### config.mk
export PLATFORM = sky130hd
export DESIGN_NAME = dual_clock_system_control
export DESIGN_NICKNAME = d
export VERILOG_FILES = /design/src/dclk_pkg.sv /design/src/dclk_timing_if.sv /design/src/clock_tick_divider.sv /design/src/osc_warmup_counter.sv /design/src/dual_clock_system_control.sv
export VERILOG_INCLUDE_DIRS = /design/src
export SDC_FILE = /design/constraint.sdc
export NUM_CORES = 1
export LEC_CHECK = 0
export ABC_AREA = 1
export BUFFER_PORTS_ARGS = -buffer_cell sky130_fd_sc_hd__buf_4
export CORE_ASPECT_RATIO = 1.5
export CORE_MARGIN = 3
export CORE_UTILIZATION = 30
export DETAILED_ROUTE_END_ITERATION = 12
export PLACE_DENSITY = 0.58
export REMOVE_ABC_BUFFERS = 1
export SLEW_MARGIN = 10
export SYNTH_ARGS = -nofsm -noshare
export SYNTH_HDL_FRONTEND = slang
export SYNTH_SLANG_ARGS = --single-unit
export TNS_END_PERCENT = 50
### constraint.sdc
create_clock -name clock -period 2.1 [get_ports clock]
set_input_delay 0.42 -clock clock [delete_from_list [all_inputs] [get_ports clock]]
set_output_delay 0.42 -clock clock [all_outputs]
set_load 0.005 [all_outputs]
### src/dclk_params.svh
// Offsets, field positions, reset values and counts of the clock control.
// Included by the clock control only; the checks and bench use literals; holds definitions only.
`ifndef DCLK_PARAMS_SVH
`define DCLK_PARAMS_SVH
`define OSC_MODE_INDEX    8'hca
`define OSC_STATUS_INDEX  8'hcb
`define OSC_MODE_RESET    8'h00
`define STOP_BIT          1
`define LOW_SEL_BIT       2
`define PMODE_LO          3
`define PMODE_HI          4
`define ST_RUN_BIT        0
`define ST_WARM_BIT       1
`define ST_HOSC_BIT       2
`define ST_LOSC_BIT       3
`define ST_LOW_BIT        4
`define SLOW_DIV          5'h04
`define WAKE_TICKS        12'h800
`define RC_START_TICKS    12'h010
`define XTAL_START_TICKS  12'h800
`endif

### src/dclk_pkg.sv
// Types shared by the clock control, its bound checks and the bench.
// Assumes nothing of its surroundings.
package dclk_pkg;
  typedef enum logic [1:0] {
    PM_NORMAL, PM_SLEEP, PM_GREEN, PM_RESERVED
  } power_mode_t;
  typedef enum logic [2:0] {
    OPT_INT_RC_GPIO, OPT_INT_RC_RTC, OPT_EXT_RC,
    OPT_XTAL_32K, OPT_XTAL_12M, OPT_XTAL_4M
  } high_clk_opt_t;
  typedef enum logic [2:0] {
    S_STARTUP, S_RUN, S_GREEN, S_SLEEP, S_WAKE
  } cpu_state_t;
endpackage

### src/dclk_timing_if.sv
// Carries the divider and warm-up counter signals inside the block.
// Assumes one clock; all signals are synchronous to it.
`timescale 1ns/1ps
interface dclk_timing_if;
  logic        srcTick;
  logic [4:0]  divisor;
  logic        divClear;
  logic        divTick;
  logic        warmStart;
  logic [11:0] warmTicks;
  logic        warmTick;
  logic        warmDone;
  modport ctrl (output srcTick, divisor, divClear, warmStart, warmTicks,
                warmTick, input divTick, warmDone);
  modport divider (input srcTick, divisor, divClear, output divTick);
  modport warmup (input warmStart, warmTicks, warmTick, output warmDone);
endinterface

### src/clock_tick_divider.sv
// Divides a stream of source ticks by a run-time divisor.
// Assumes ticks are one-cycle pulses synchronous to clock.
`timescale 1ns/1ps
module clock_tick_divider (
  input wire logic clock,
  input wire logic rst,
  dclk_timing_if.divider t
);
  logic [3:0] count;

  always_ff @(posedge clock) begin
    if (rst || t.divClear) begin
      count <= 4'h0;
      t.divTick <= 1'b0;
    end else if (t.srcTick) begin
      if ({1'b0, count} == t.divisor - 5'h01) begin
        count <= 4'h0;
        t.divTick <= 1'b1;
      end else begin
        count <= count + 4'h1;
        t.divTick <= 1'b0;
      end
    end else begin
      t.divTick <= 1'b0;
    end
  end
endmodule

### src/osc_warmup_counter.sv
// Counts oscillator ticks after a start request; pulses done at the end.
// Assumes the tick input is a one-cycle pulse per oscillator period.
`timescale 1ns/1ps
module osc_warmup_counter (
  input wire logic clock,
  input wire logic rst,
  dclk_timing_if.warmup w
);
  logic [11:0] count;
  logic        busy;

  always_ff @(posedge clock) begin
    if (rst) begin
      count <= 12'h000;
      busy <= 1'b0;
      w.warmDone <= 1'b0;
    end else if (w.warmStart) begin
      count <= 12'h000;
      busy <= 1'b1;
      w.warmDone <= 1'b0;
    end else if (busy && w.warmTick) begin
      if (count == w.warmTicks - 12'h001) begin
        busy <= 1'b0;
        w.warmDone <= 1'b1;
      end else begin
        count <= count + 12'h001;
        w.warmDone <= 1'b0;
      end
    end else begin
      w.warmDone <= 1'b0;
    end
  end
endmodule

### src/dual_clock_system_control.sv
// Clock selection, instruction clock and power modes of the controller.
// Assumes oscillator ticks arrive as one-cycle pulses synchronous to clock.
//
// What this block does
// - Normal mode instruction ticks are the high clock divided by N, 4..16.
// - Slow mode instruction ticks are the low RC clock divided by four.
// - Mode bit 2 selects high clock (0) or low RC clock (1).
// - Mode bit 1 stops the external high oscillator; low RC keeps running.
// - Mode bits 4:3 code normal, sleep, green and a reserved value.
// - The mode register is at index 0xca, bits 7,6,5,0 read zero, reset 0.
// - Sleep stops both the high oscillator and the low RC oscillator.
// - Low RC stops only in sleep or in green with 32K option and no watchdog.
// - A build option selects the high clock source.
// - With the RTC option the crystal ticks feed timer zero.
// - External clock options take the clock from the input pin.
// - Reset is extended by the high oscillator start-up time.
// - The low RC clock also drives the watchdog.
// - Wakeup from sleep waits 2048 high clock ticks; green needs none.
// - Green halts the CPU, timer zero runs, port or overflow wakes it.
`timescale 1ns/1ps
`include "dclk_params.svh"
module dual_clock_system_control #(
  parameter dclk_pkg::high_clk_opt_t HIGH_CLK_OPTION = dclk_pkg::OPT_XTAL_4M,
  parameter logic [4:0]              CPU_DIV_N       = 5'h04
) (
  input  wire logic        clock,
  input  wire logic        rst,
  input  wire logic        psel,
  input  wire logic        penable,
  input  wire logic        pwrite,
  input  wire logic [11:0] paddr,
  input  wire logic [31:0] pwdata,
  output logic      [31:0] prdata,
  output logic             pready,
  output logic             pslverr,
  input  wire logic        highOscTick,
  input  wire logic        lowRcTick,
  input  wire logic        rtcCrystalTick,
  input  wire logic        portLevelChange,
  input  wire logic        timerZeroOverflow,
  input  wire logic        watchdogEnable,
  output logic             instructionTick,
  output logic             timerZeroTick,
  output logic             watchdogTick,
  output logic             highOscEnable,
  output logic             lowRcEnable,
  output logic             lowClockActive,
  output logic             cpuRun,
  output logic             resetHold,
  output logic             oscInputPinGpio,
  output logic             oscOutputPinGpio,
  output logic             highClockFromPin
);
  dclk_timing_if timing ();

  logic                 ext_hosc_stop;
  logic                 low_clock_select;
  dclk_pkg::power_mode_t cpu_power_mode;
  dclk_pkg::power_mode_t effMode;
  dclk_pkg::cpu_state_t state;
  logic                 warmKick;
  logic                 lowSelSeen;
  logic                 access;
  logic                 hitMode;
  logic                 hitStatus;
  logic                 wakeEvent;
  logic                 greenWake;
  logic                 next_highOscEnable;
  logic                 next_lowRcEnable;
  logic                 isExternal;
  logic                 isRtcOption;
  logic [7:0]           modeRead;
  logic [7:0]           statusRead;

  clock_tick_divider divider (
    .clock (clock),
    .rst   (rst),
    .t     (timing.divider)
  );

  osc_warmup_counter warmup (
    .clock (clock),
    .rst   (rst),
    .w     (timing.warmup)
  );

  assign isExternal  = HIGH_CLK_OPTION != dclk_pkg::OPT_INT_RC_GPIO &&
                       HIGH_CLK_OPTION != dclk_pkg::OPT_INT_RC_RTC;
  assign isRtcOption = HIGH_CLK_OPTION == dclk_pkg::OPT_INT_RC_RTC;

  assign effMode = (cpu_power_mode == dclk_pkg::PM_RESERVED) ?
                   dclk_pkg::PM_NORMAL : cpu_power_mode;

  // APB decode. Registers sit at four times their index.
  assign access    = psel && penable && !pready;
  assign hitMode   = paddr == {2'b00, `OSC_MODE_INDEX, 2'b00};
  assign hitStatus = paddr == {2'b00, `OSC_STATUS_INDEX, 2'b00};

  assign modeRead = {3'b000, cpu_power_mode, low_clock_select,
                     ext_hosc_stop, 1'b0};

  assign statusRead = {3'b000,
                       lowClockActive,
                       lowRcEnable,
                       highOscEnable,
                       state == dclk_pkg::S_STARTUP ||
                       state == dclk_pkg::S_WAKE,
                       cpuRun};

  // Handshake: one wait state, then a one-cycle pready.
  always_ff @(posedge clock) begin
    if (rst) begin
      pready  <= 1'b0;
      pslverr <= 1'b0;
    end else if (access) begin
      pready  <= 1'b1;
      pslverr <= !(hitMode || hitStatus) || (hitStatus && pwrite);
    end else begin
      pready  <= 1'b0;
      pslverr <= 1'b0;
    end
  end

  // Read data stands until the next access, so a slow master still sees it.
  always_ff @(posedge clock) begin
    if (rst) begin
      prdata <= 32'h00000000;
    end else if (access) begin
      if (!pwrite && hitMode) begin
        prdata <= {24'h000000, modeRead};
      end else if (!pwrite && hitStatus) begin
        prdata <= {24'h000000, statusRead};
      end else begin
        prdata <= 32'h00000000;
      end
    end
  end

  assign greenWake = portLevelChange || timerZeroOverflow;
  assign wakeEvent = (state == dclk_pkg::S_SLEEP && portLevelChange) ||
                     (state == dclk_pkg::S_GREEN && greenWake);

  // Control bits. A wakeup clears the power mode even if a write lands
  // in the same cycle, since the CPU cannot be executing then anyway.
  always_ff @(posedge clock) begin
    if (rst) begin
      ext_hosc_stop    <= 1'(`OSC_MODE_RESET >> `STOP_BIT);
      low_clock_select <= 1'(`OSC_MODE_RESET >> `LOW_SEL_BIT);
      cpu_power_mode   <= dclk_pkg::PM_NORMAL;
    end else begin
      if (access && pwrite && hitMode) begin
        ext_hosc_stop    <= pwdata[`STOP_BIT];
        low_clock_select <= pwdata[`LOW_SEL_BIT];
        cpu_power_mode   <=
          dclk_pkg::power_mode_t'(pwdata[`PMODE_HI:`PMODE_LO]);
      end
      if (wakeEvent) begin
        cpu_power_mode <= dclk_pkg::PM_NORMAL;
      end
    end
  end

  // CPU run state. Start-up and sleep wakeup both wait on high ticks.
  always_ff @(posedge clock) begin
    if (rst) begin
      state    <= dclk_pkg::S_STARTUP;
      warmKick <= 1'b1;
    end else begin
      warmKick <= 1'b0;
      unique case (state)
        dclk_pkg::S_STARTUP: begin
          if (timing.warmDone) begin
            state <= dclk_pkg::S_RUN;
          end
        end
        dclk_pkg::S_RUN: begin
          if (effMode == dclk_pkg::PM_SLEEP) begin
            state <= dclk_pkg::S_SLEEP;
          end else if (effMode == dclk_pkg::PM_GREEN) begin
            state <= dclk_pkg::S_GREEN;
          end
        end
        dclk_pkg::S_GREEN: begin
          if (greenWake) begin
            state <= dclk_pkg::S_RUN;
          end
        end
        dclk_pkg::S_SLEEP: begin
          if (portLevelChange) begin
            state    <= dclk_pkg::S_WAKE;
            warmKick <= 1'b1;
          end
        end
        dclk_pkg::S_WAKE: begin
          if (timing.warmDone) begin
            state <= dclk_pkg::S_RUN;
          end
        end
      endcase
    end
  end

  assign timing.warmStart = warmKick;
  assign timing.warmTicks = (state == dclk_pkg::S_STARTUP) ?
                            ((HIGH_CLK_OPTION == dclk_pkg::OPT_EXT_RC ||
                              !isExternal) ?
                             `RC_START_TICKS : `XTAL_START_TICKS) :
                            `WAKE_TICKS;
  // Warm-up counts raw high ticks; the oscillator is enabled meanwhile.
  assign timing.warmTick  = highOscTick;

  // Divider source. A change of clock select restarts the divider so no
  // short instruction period leaks out at the switch.
  // low RC clock by four when selected, else high clock by N
  assign timing.srcTick  = low_clock_select ? lowRcTick : highOscTick;
  assign timing.divisor  = low_clock_select ? `SLOW_DIV : CPU_DIV_N;
  assign timing.divClear = low_clock_select != lowSelSeen;

  always_ff @(posedge clock) begin
    if (rst) begin
      lowSelSeen <= 1'b0;
    end else begin
      lowSelSeen <= low_clock_select;
    end
  end

  // Oscillator enables.
  always_comb begin
    next_highOscEnable = !ext_hosc_stop;
    next_lowRcEnable   = 1'b1;
    if (state == dclk_pkg::S_SLEEP) begin
      next_highOscEnable = 1'b0;
      next_lowRcEnable   = 1'b0;
    end
    if (state == dclk_pkg::S_GREEN &&
        HIGH_CLK_OPTION == dclk_pkg::OPT_XTAL_32K && !watchdogEnable) begin
      next_lowRcEnable = 1'b0;
    end
    // Warm-up must see high ticks whatever the stop bit says.
    if (state == dclk_pkg::S_STARTUP || state == dclk_pkg::S_WAKE) begin
      next_highOscEnable = 1'b1;
    end
  end

  always_ff @(posedge clock) begin
    if (rst) begin
      highOscEnable <= 1'b1;
    end else begin
      highOscEnable <= next_highOscEnable;
    end
  end

  // The low RC has its own flop; it runs on through a high clock stop.
  always_ff @(posedge clock) begin
    if (rst) begin
      lowRcEnable <= 1'b1;
    end else begin
      lowRcEnable <= next_lowRcEnable;
    end
  end

  always_ff @(posedge clock) begin
    if (rst) begin
      instructionTick <= 1'b0;
    end else begin
      instructionTick <= timing.divTick && state == dclk_pkg::S_RUN;
    end
  end

  // Timer zero stops only in sleep, so in green it can still wake the CPU.
  always_ff @(posedge clock) begin
    if (rst) begin
      timerZeroTick <= 1'b0;
    end else if (isRtcOption) begin
      timerZeroTick <= rtcCrystalTick && state != dclk_pkg::S_SLEEP;
    end else begin
      timerZeroTick <= timing.divTick && state != dclk_pkg::S_SLEEP;
    end
  end

  always_ff @(posedge clock) begin
    if (rst) begin
      watchdogTick <= 1'b0;
    end else begin
      watchdogTick <= lowRcTick && lowRcEnable;
    end
  end

  // Run and hold both decode the state, so they are never high together.
  always_ff @(posedge clock) begin
    if (rst) begin
      cpuRun    <= 1'b0;
      resetHold <= 1'b1;
    end else begin
      cpuRun    <= state == dclk_pkg::S_RUN;
      resetHold <= state == dclk_pkg::S_STARTUP;
    end
  end

  always_ff @(posedge clock) begin
    if (rst) begin
      lowClockActive <= 1'b0;
    end else begin
      lowClockActive <= low_clock_select;
    end
  end

  // Pin roles follow the build option only.
  always_ff @(posedge clock) begin
    if (rst) begin
      oscInputPinGpio  <= 1'b0;
      oscOutputPinGpio <= 1'b0;
      highClockFromPin <= 1'b0;
    end else begin
      oscInputPinGpio  <= HIGH_CLK_OPTION == dclk_pkg::OPT_INT_RC_GPIO;
      oscOutputPinGpio <= HIGH_CLK_OPTION == dclk_pkg::OPT_INT_RC_GPIO ||
                          HIGH_CLK_OPTION == dclk_pkg::OPT_EXT_RC;
      highClockFromPin <= isExternal;
    end
  end
endmodule

# After elaboration in Yosys (flattened, before gate mapping)

Index checks and enable logic that the tools add are counted.

Logic and storage cells: 103
ROM bits: 0
Bits in latches: 0
Memories kept: 0
RAM bits: 0
Input port bits: 55
Output and inout bits: 45
Bits in registers: 70

Add/sub/neg operators: 2
Shifts and indexed selects: 0
Bitwise operators: 4
Muxes and demuxes: 22
Magnitude comparators: 0
Reductions and logical operators: 36
$mul: 0
Equality and inequality tests: 17
Div/mod/pow operators: 0

Operator list:

| cell                    | number |
|---|---|
| $eq A12 B10 Y1 const B  | 2 |
| $mux W3                 | 5 |
| $logic_and A1 B1 Y1     | 13 |
| $add A12 B1 Y12 const B | 1 |
| $eq A12 B11 Y1 const B  | 1 |
| $mux W1                 | 12 |
| $pmux W3 S4             | 1 |
| $reduce_or A2 Y1        | 6 |
| $mux W5                 | 2 |
| $eq A3 B2 Y1 const B    | 2 |
| $logic_or A1 B1 Y1      | 6 |
| $add A4 B1 Y4 const B   | 1 |
| $eq A2 B2 Y1 const B    | 2 |
| $eq A4 B2 Y1 const B    | 1 |
| $logic_not A1 Y1        | 4 |
| $mux W4                 | 1 |
| $ne A2 B2 Y1 const B    | 2 |
| $not A1 Y1              | 4 |
| $reduce_and A2 Y1       | 2 |
| $reduce_and A4 Y1       | 1 |
| $reduce_bool A2 Y1      | 2 |
| $eq A3 B1 Y1 const B    | 1 |
| $eq A3 B3 Y1 const B    | 1 |
| $logic_not A3 Y1        | 1 |
| 7 further kinds         | 7 |

# Logic depth before layout (Yosys ltp)

Depth in word-level cells: 6
Depth in mapped cells: 9
Mapped depth without buffers: 9

# By module

A second synthesis with hierarchy kept.

Cells, all modules: 513
Area total of the unflattened synthesis: 3283.1 um^2

By module, submodules not included:

| module                    | sequential area each (um^2) | cells an instance | area an instance (um^2) | instances |
|---|---|---|---|---|
| osc_warmup_counter        | 280.3                       | 250               | 1507.7                  | 1 |
| dual_clock_system_control | 480.5                       | 191               | 1375.1                  | 1 |
| clock_tick_divider        | 100.1                       | 72                | 400.4                   | 1 |

# Worst setup path before layout

No wires, ideal clock.

Path type: register -> register
Start: reg warmup.count[0]
End: reg warmup.count[0]
Setup time: 113 ps
Path buffers: 0
Path slack: 751 ps
Arrival: 1236 ps
Clock period less this slack: 1349 ps
Stages on the path, launching flop included: 9
Required time: 1987 ps
Path through: dfxtp_1 -> ha_1 -> nand2_2 -> nor2_4 -> nand2_2 -> nor2_4 -> nor2_4 -> o21ai_1 -> nor2_1

Longest elaborated chain between the ends: 3
Elaborated cells between the ends (all ways): 4
Classes of those cells: 1 x add/sub; 1 x eq/ne; 1 x bitwise; 1 x reduce/logical

RTL lines:

| item                                                                    | line                     | RTL |
|---|---|---|
| start, declared                                                         | osc_warmup_counter.sv:9  | `logic [11:0] count;` |
| start signal, assigned                                                  | osc_warmup_counter.sv:26 | `count <= count + 12'h001;` |
| parallel branches: the longest is 3 deep, another holds $add A12 B1 Y12 | n/a                      |  |

Parallel ways; which one is timed is not known.
A chain may end at the register's enable or synchronous reset.

# Worst setup path after layout

Start: reg warmup.count[0]
End: reg warmup.count[1]

Same word-level chain as after synthesis.

==> results.toml <==
[grt]
grt_pass1_wl_um = 8320
grt_pass1_vias = 1915
grt_max_degree = 20
grt_use_total = 0.118
gr-total-overflow = 0
antenna_found_initial = 0

[sta]
tns_ns = 0
finalSetupViolations = 0
min_period_over_period = 0.731
drv_slew = 0
max_freq_mhz = 652
period_minus_slack_ns = 1.53
final-hold-violation-count = 0
finClkSkew_ns = 0.00452
rsz0062_at_grt = "no"

[hold_path]
hold_path_end = "timing.warmStart$_SDFF_PP1_"
worstHoldPathType = "input port to register"
hold_start = "portLevelChange"
hold_depth = 3

[power_and_ir_drop]
vdd_drop_max_uv = 330
total_leakage_power_nw = 1.20
power_density_mw_per_mm2 = 589

[routing]
route.detailed.drc = 0
routed_wl_um = 5000
vias_per_cell = 4.31
ant_nets = 0
post_drt_wl_per_cell_um = 10.5
num_vias = 2047
drtIter0Drc = 87
drt_pass1_iterations = 4

[synth]
synth_xor_area_frac = 0.0267
synthCells = 332
synth-seq-cells = 43
ys_types = 28
synth_top_family_by_area = "simple AND/OR/NAND/NOR gates"
syn_area_per_cell_um2 = 6.92
yosysWarningCount = 0
synth_compound_area_frac = 0.0675
synth-adder-area-share = 0.0163
synthSimpleGateAreaFrac = 0.342
synth_mux_area_frac = 0
yosys-top-cells-area = "dfxtp_1 37%, nand2_1 11%, buf_4 9.5%"
ys_seq_area_frac = 0.375
synth_top_cell_by_area = "dfxtp_1"
netlist.area_leader.share = 0.375
netlist_area_mm2 = 0.00230

[setup_path]
r2r_start = "warmup.count[0]$_SDFFE_PP0P_"
arrival_ns = 1.73
cp_data_required_time_ns = 2.30
crit_type = "register to register"
r2r_setup_slack_ns = 0.57
reg2reg_depth = 8
startpoint_type = "register"
crit_fanout = 10
endpoint_kind = "register"
rr_endpoint = "warmup.count[1]$_SDFFE_PP0P_"

[clock_network]
clock_path_buffers = 2
cts_resized = 0
clkLatencyLatePin_ns = 0.30
cts_tree = "built"
path_clk_slew_ns = 0.08
root_buffer = "clkbuf_8"
cts_max_level = 2
holdBufCountCts = 0
post_cts_buffers = 0
cts_made_buffers = 5
cts_sinks = 43

[placement]
dp_hpwl_um = 3920
place_congestion = 0.790
dpl_cell_area_mm2 = 0.00260
io_buffer_count = 40

[final_layout]
syn_to_final_growth_pct = 17.0
num-nets-final = 433
final_area_mm2 = 0.00269
multi_input_area_mm2 = 0.00115
final_util = 0.367
drive_gt1_frac = 0.171
mostFrequentLayoutCell = "nand2_1"
final_cell_mix = "67 x nand2_1, 48 x nor2_1, 43 x dfxtp_1"
fill_cells = 800
seq_area_um2 = 861
antenna_cells = 0

[floorplanning]
die_x_um = 77.5
ios = 100
core_mm2 = 0.00732
rows = 38
die_h_um = 113
start_util = 0.314
dieArea_mm2 = 0.00877

[run_status]
outcome = "complete, no violations"

[flow_run]
maxCapViolations = 0
-- metal layers --
metal	vias up	track usage	routed length, um	part of all wire
met4	0	0.0534	116	0.023
met1	906	0.126	1980	0.40
li1	1078	-	-	-
met3	7	0.0326	284	0.057
met2	56	0.211	2620	0.52
met5	-	0	0	0
-- where the power goes --
part           internal [mW]  leakage (nW)  switching (mW)
Combinational         0.0771         0.800           0.108
Clock                  0.258        0.0470           0.286
Sequential             0.839         0.350          0.0140
-- stage by stage --
step	instances	setup WS (ns)	hold slack [ns]	power, mW
after floorplan	327	0.675	0.423	0.971
after global placement	468	0.586	0.447	1.06
after detailed placement	468	0.568	0.452	1.06
after CTS	475	0.546	0.365	1.61
after global routing	475	0.423	0.376	1.66
final	475	0.566	0.375	1.58
-- worst max path at each step --
stage / from / depth (start not counted) / endpoint / slack, ns
6_report: warmup.count[0]$_SDFFE_PP0P_ / 8 / warmup.count[1]$_SDFFE_PP0P_ / 0.57
5_1_grt: warmup.count[0]$_SDFFE_PP0P_ / 8 / warmup.count[1]$_SDFFE_PP0P_ / 0.42
4_1_cts: warmup.count[0]$_SDFFE_PP0P_ / 8 / warmup.count[1]$_SDFFE_PP0P_ / 0.55
3_5_place_dp: warmup.count[0]$_SDFFE_PP0P_ / 8 / warmup.count[1]$_SDFFE_PP0P_ / 0.57
3_3_place_gp: warmup.count[0]$_SDFFE_PP0P_ / 8 / warmup.count[1]$_SDFFE_PP0P_ / 0.59
2_1_floorplan: paddr[11] / 8 / low_clock_select$_SDFFE_PP0P_ / 0.68
-- final cells by class --
cell class              instances  area share
inverters                      42      0.0587
flip-flops and latches         43       0.320
well taps                     100      0.0466
repair buffers                 41       0.115
multi-input cells             242       0.427
clock inverters                 1     0.00186
clock buffers                   6      0.0307
-- logic make-up after synthesis --
logic type,Yosys count
AO/OA/AOI/OAI,30
XOR/XNOR,7
adder cells (fa/ha/maj),3
buffers and inverters,75
flip-flops,43
other,1
AND/OR/NAND/NOR,173
-- critical path: stages (launching register included) --
cell	delay, ns
dfxtp_1	0.42
ha_1	0.27
nand2_2	0.11
nor2_4	0.15
nand2_2	0.11
nor2_4	0.12
nor2_4	0.08
o21ai_1	0.12
nor2_1	0.05
-- sequential cells by signal (all words and copies together) (netlist names), 2 cells and up --
name / count
warmup.count: 12
state: 3
prdata: 5
divider.count: 4
cpu_power_mode: 2
-- Yosys cell counts --
master,count
nand2_1,67
nor2_1,48
dfxtp_1,43
inv_1,38
buf_4,29
nand3_1,22
a21oi_1,19
nand4_1,14
nor3_1,7
o21ai_0,6
xor2_1,6
ha_1,3
inv_2,3
nand2_2,3
nor2_2,3
nor2_4,3
o21ai_1,3
buf_2,2
clkbuf_1,2
o211ai_1,2
or2_1,2
clkinv_1,1
conb_1,1
nand2_4,1
nand3_2,1
nor3_2,1
or2_2,1
xnor2_1,1
Note: power is estimated with default switching activity, not from simulation.
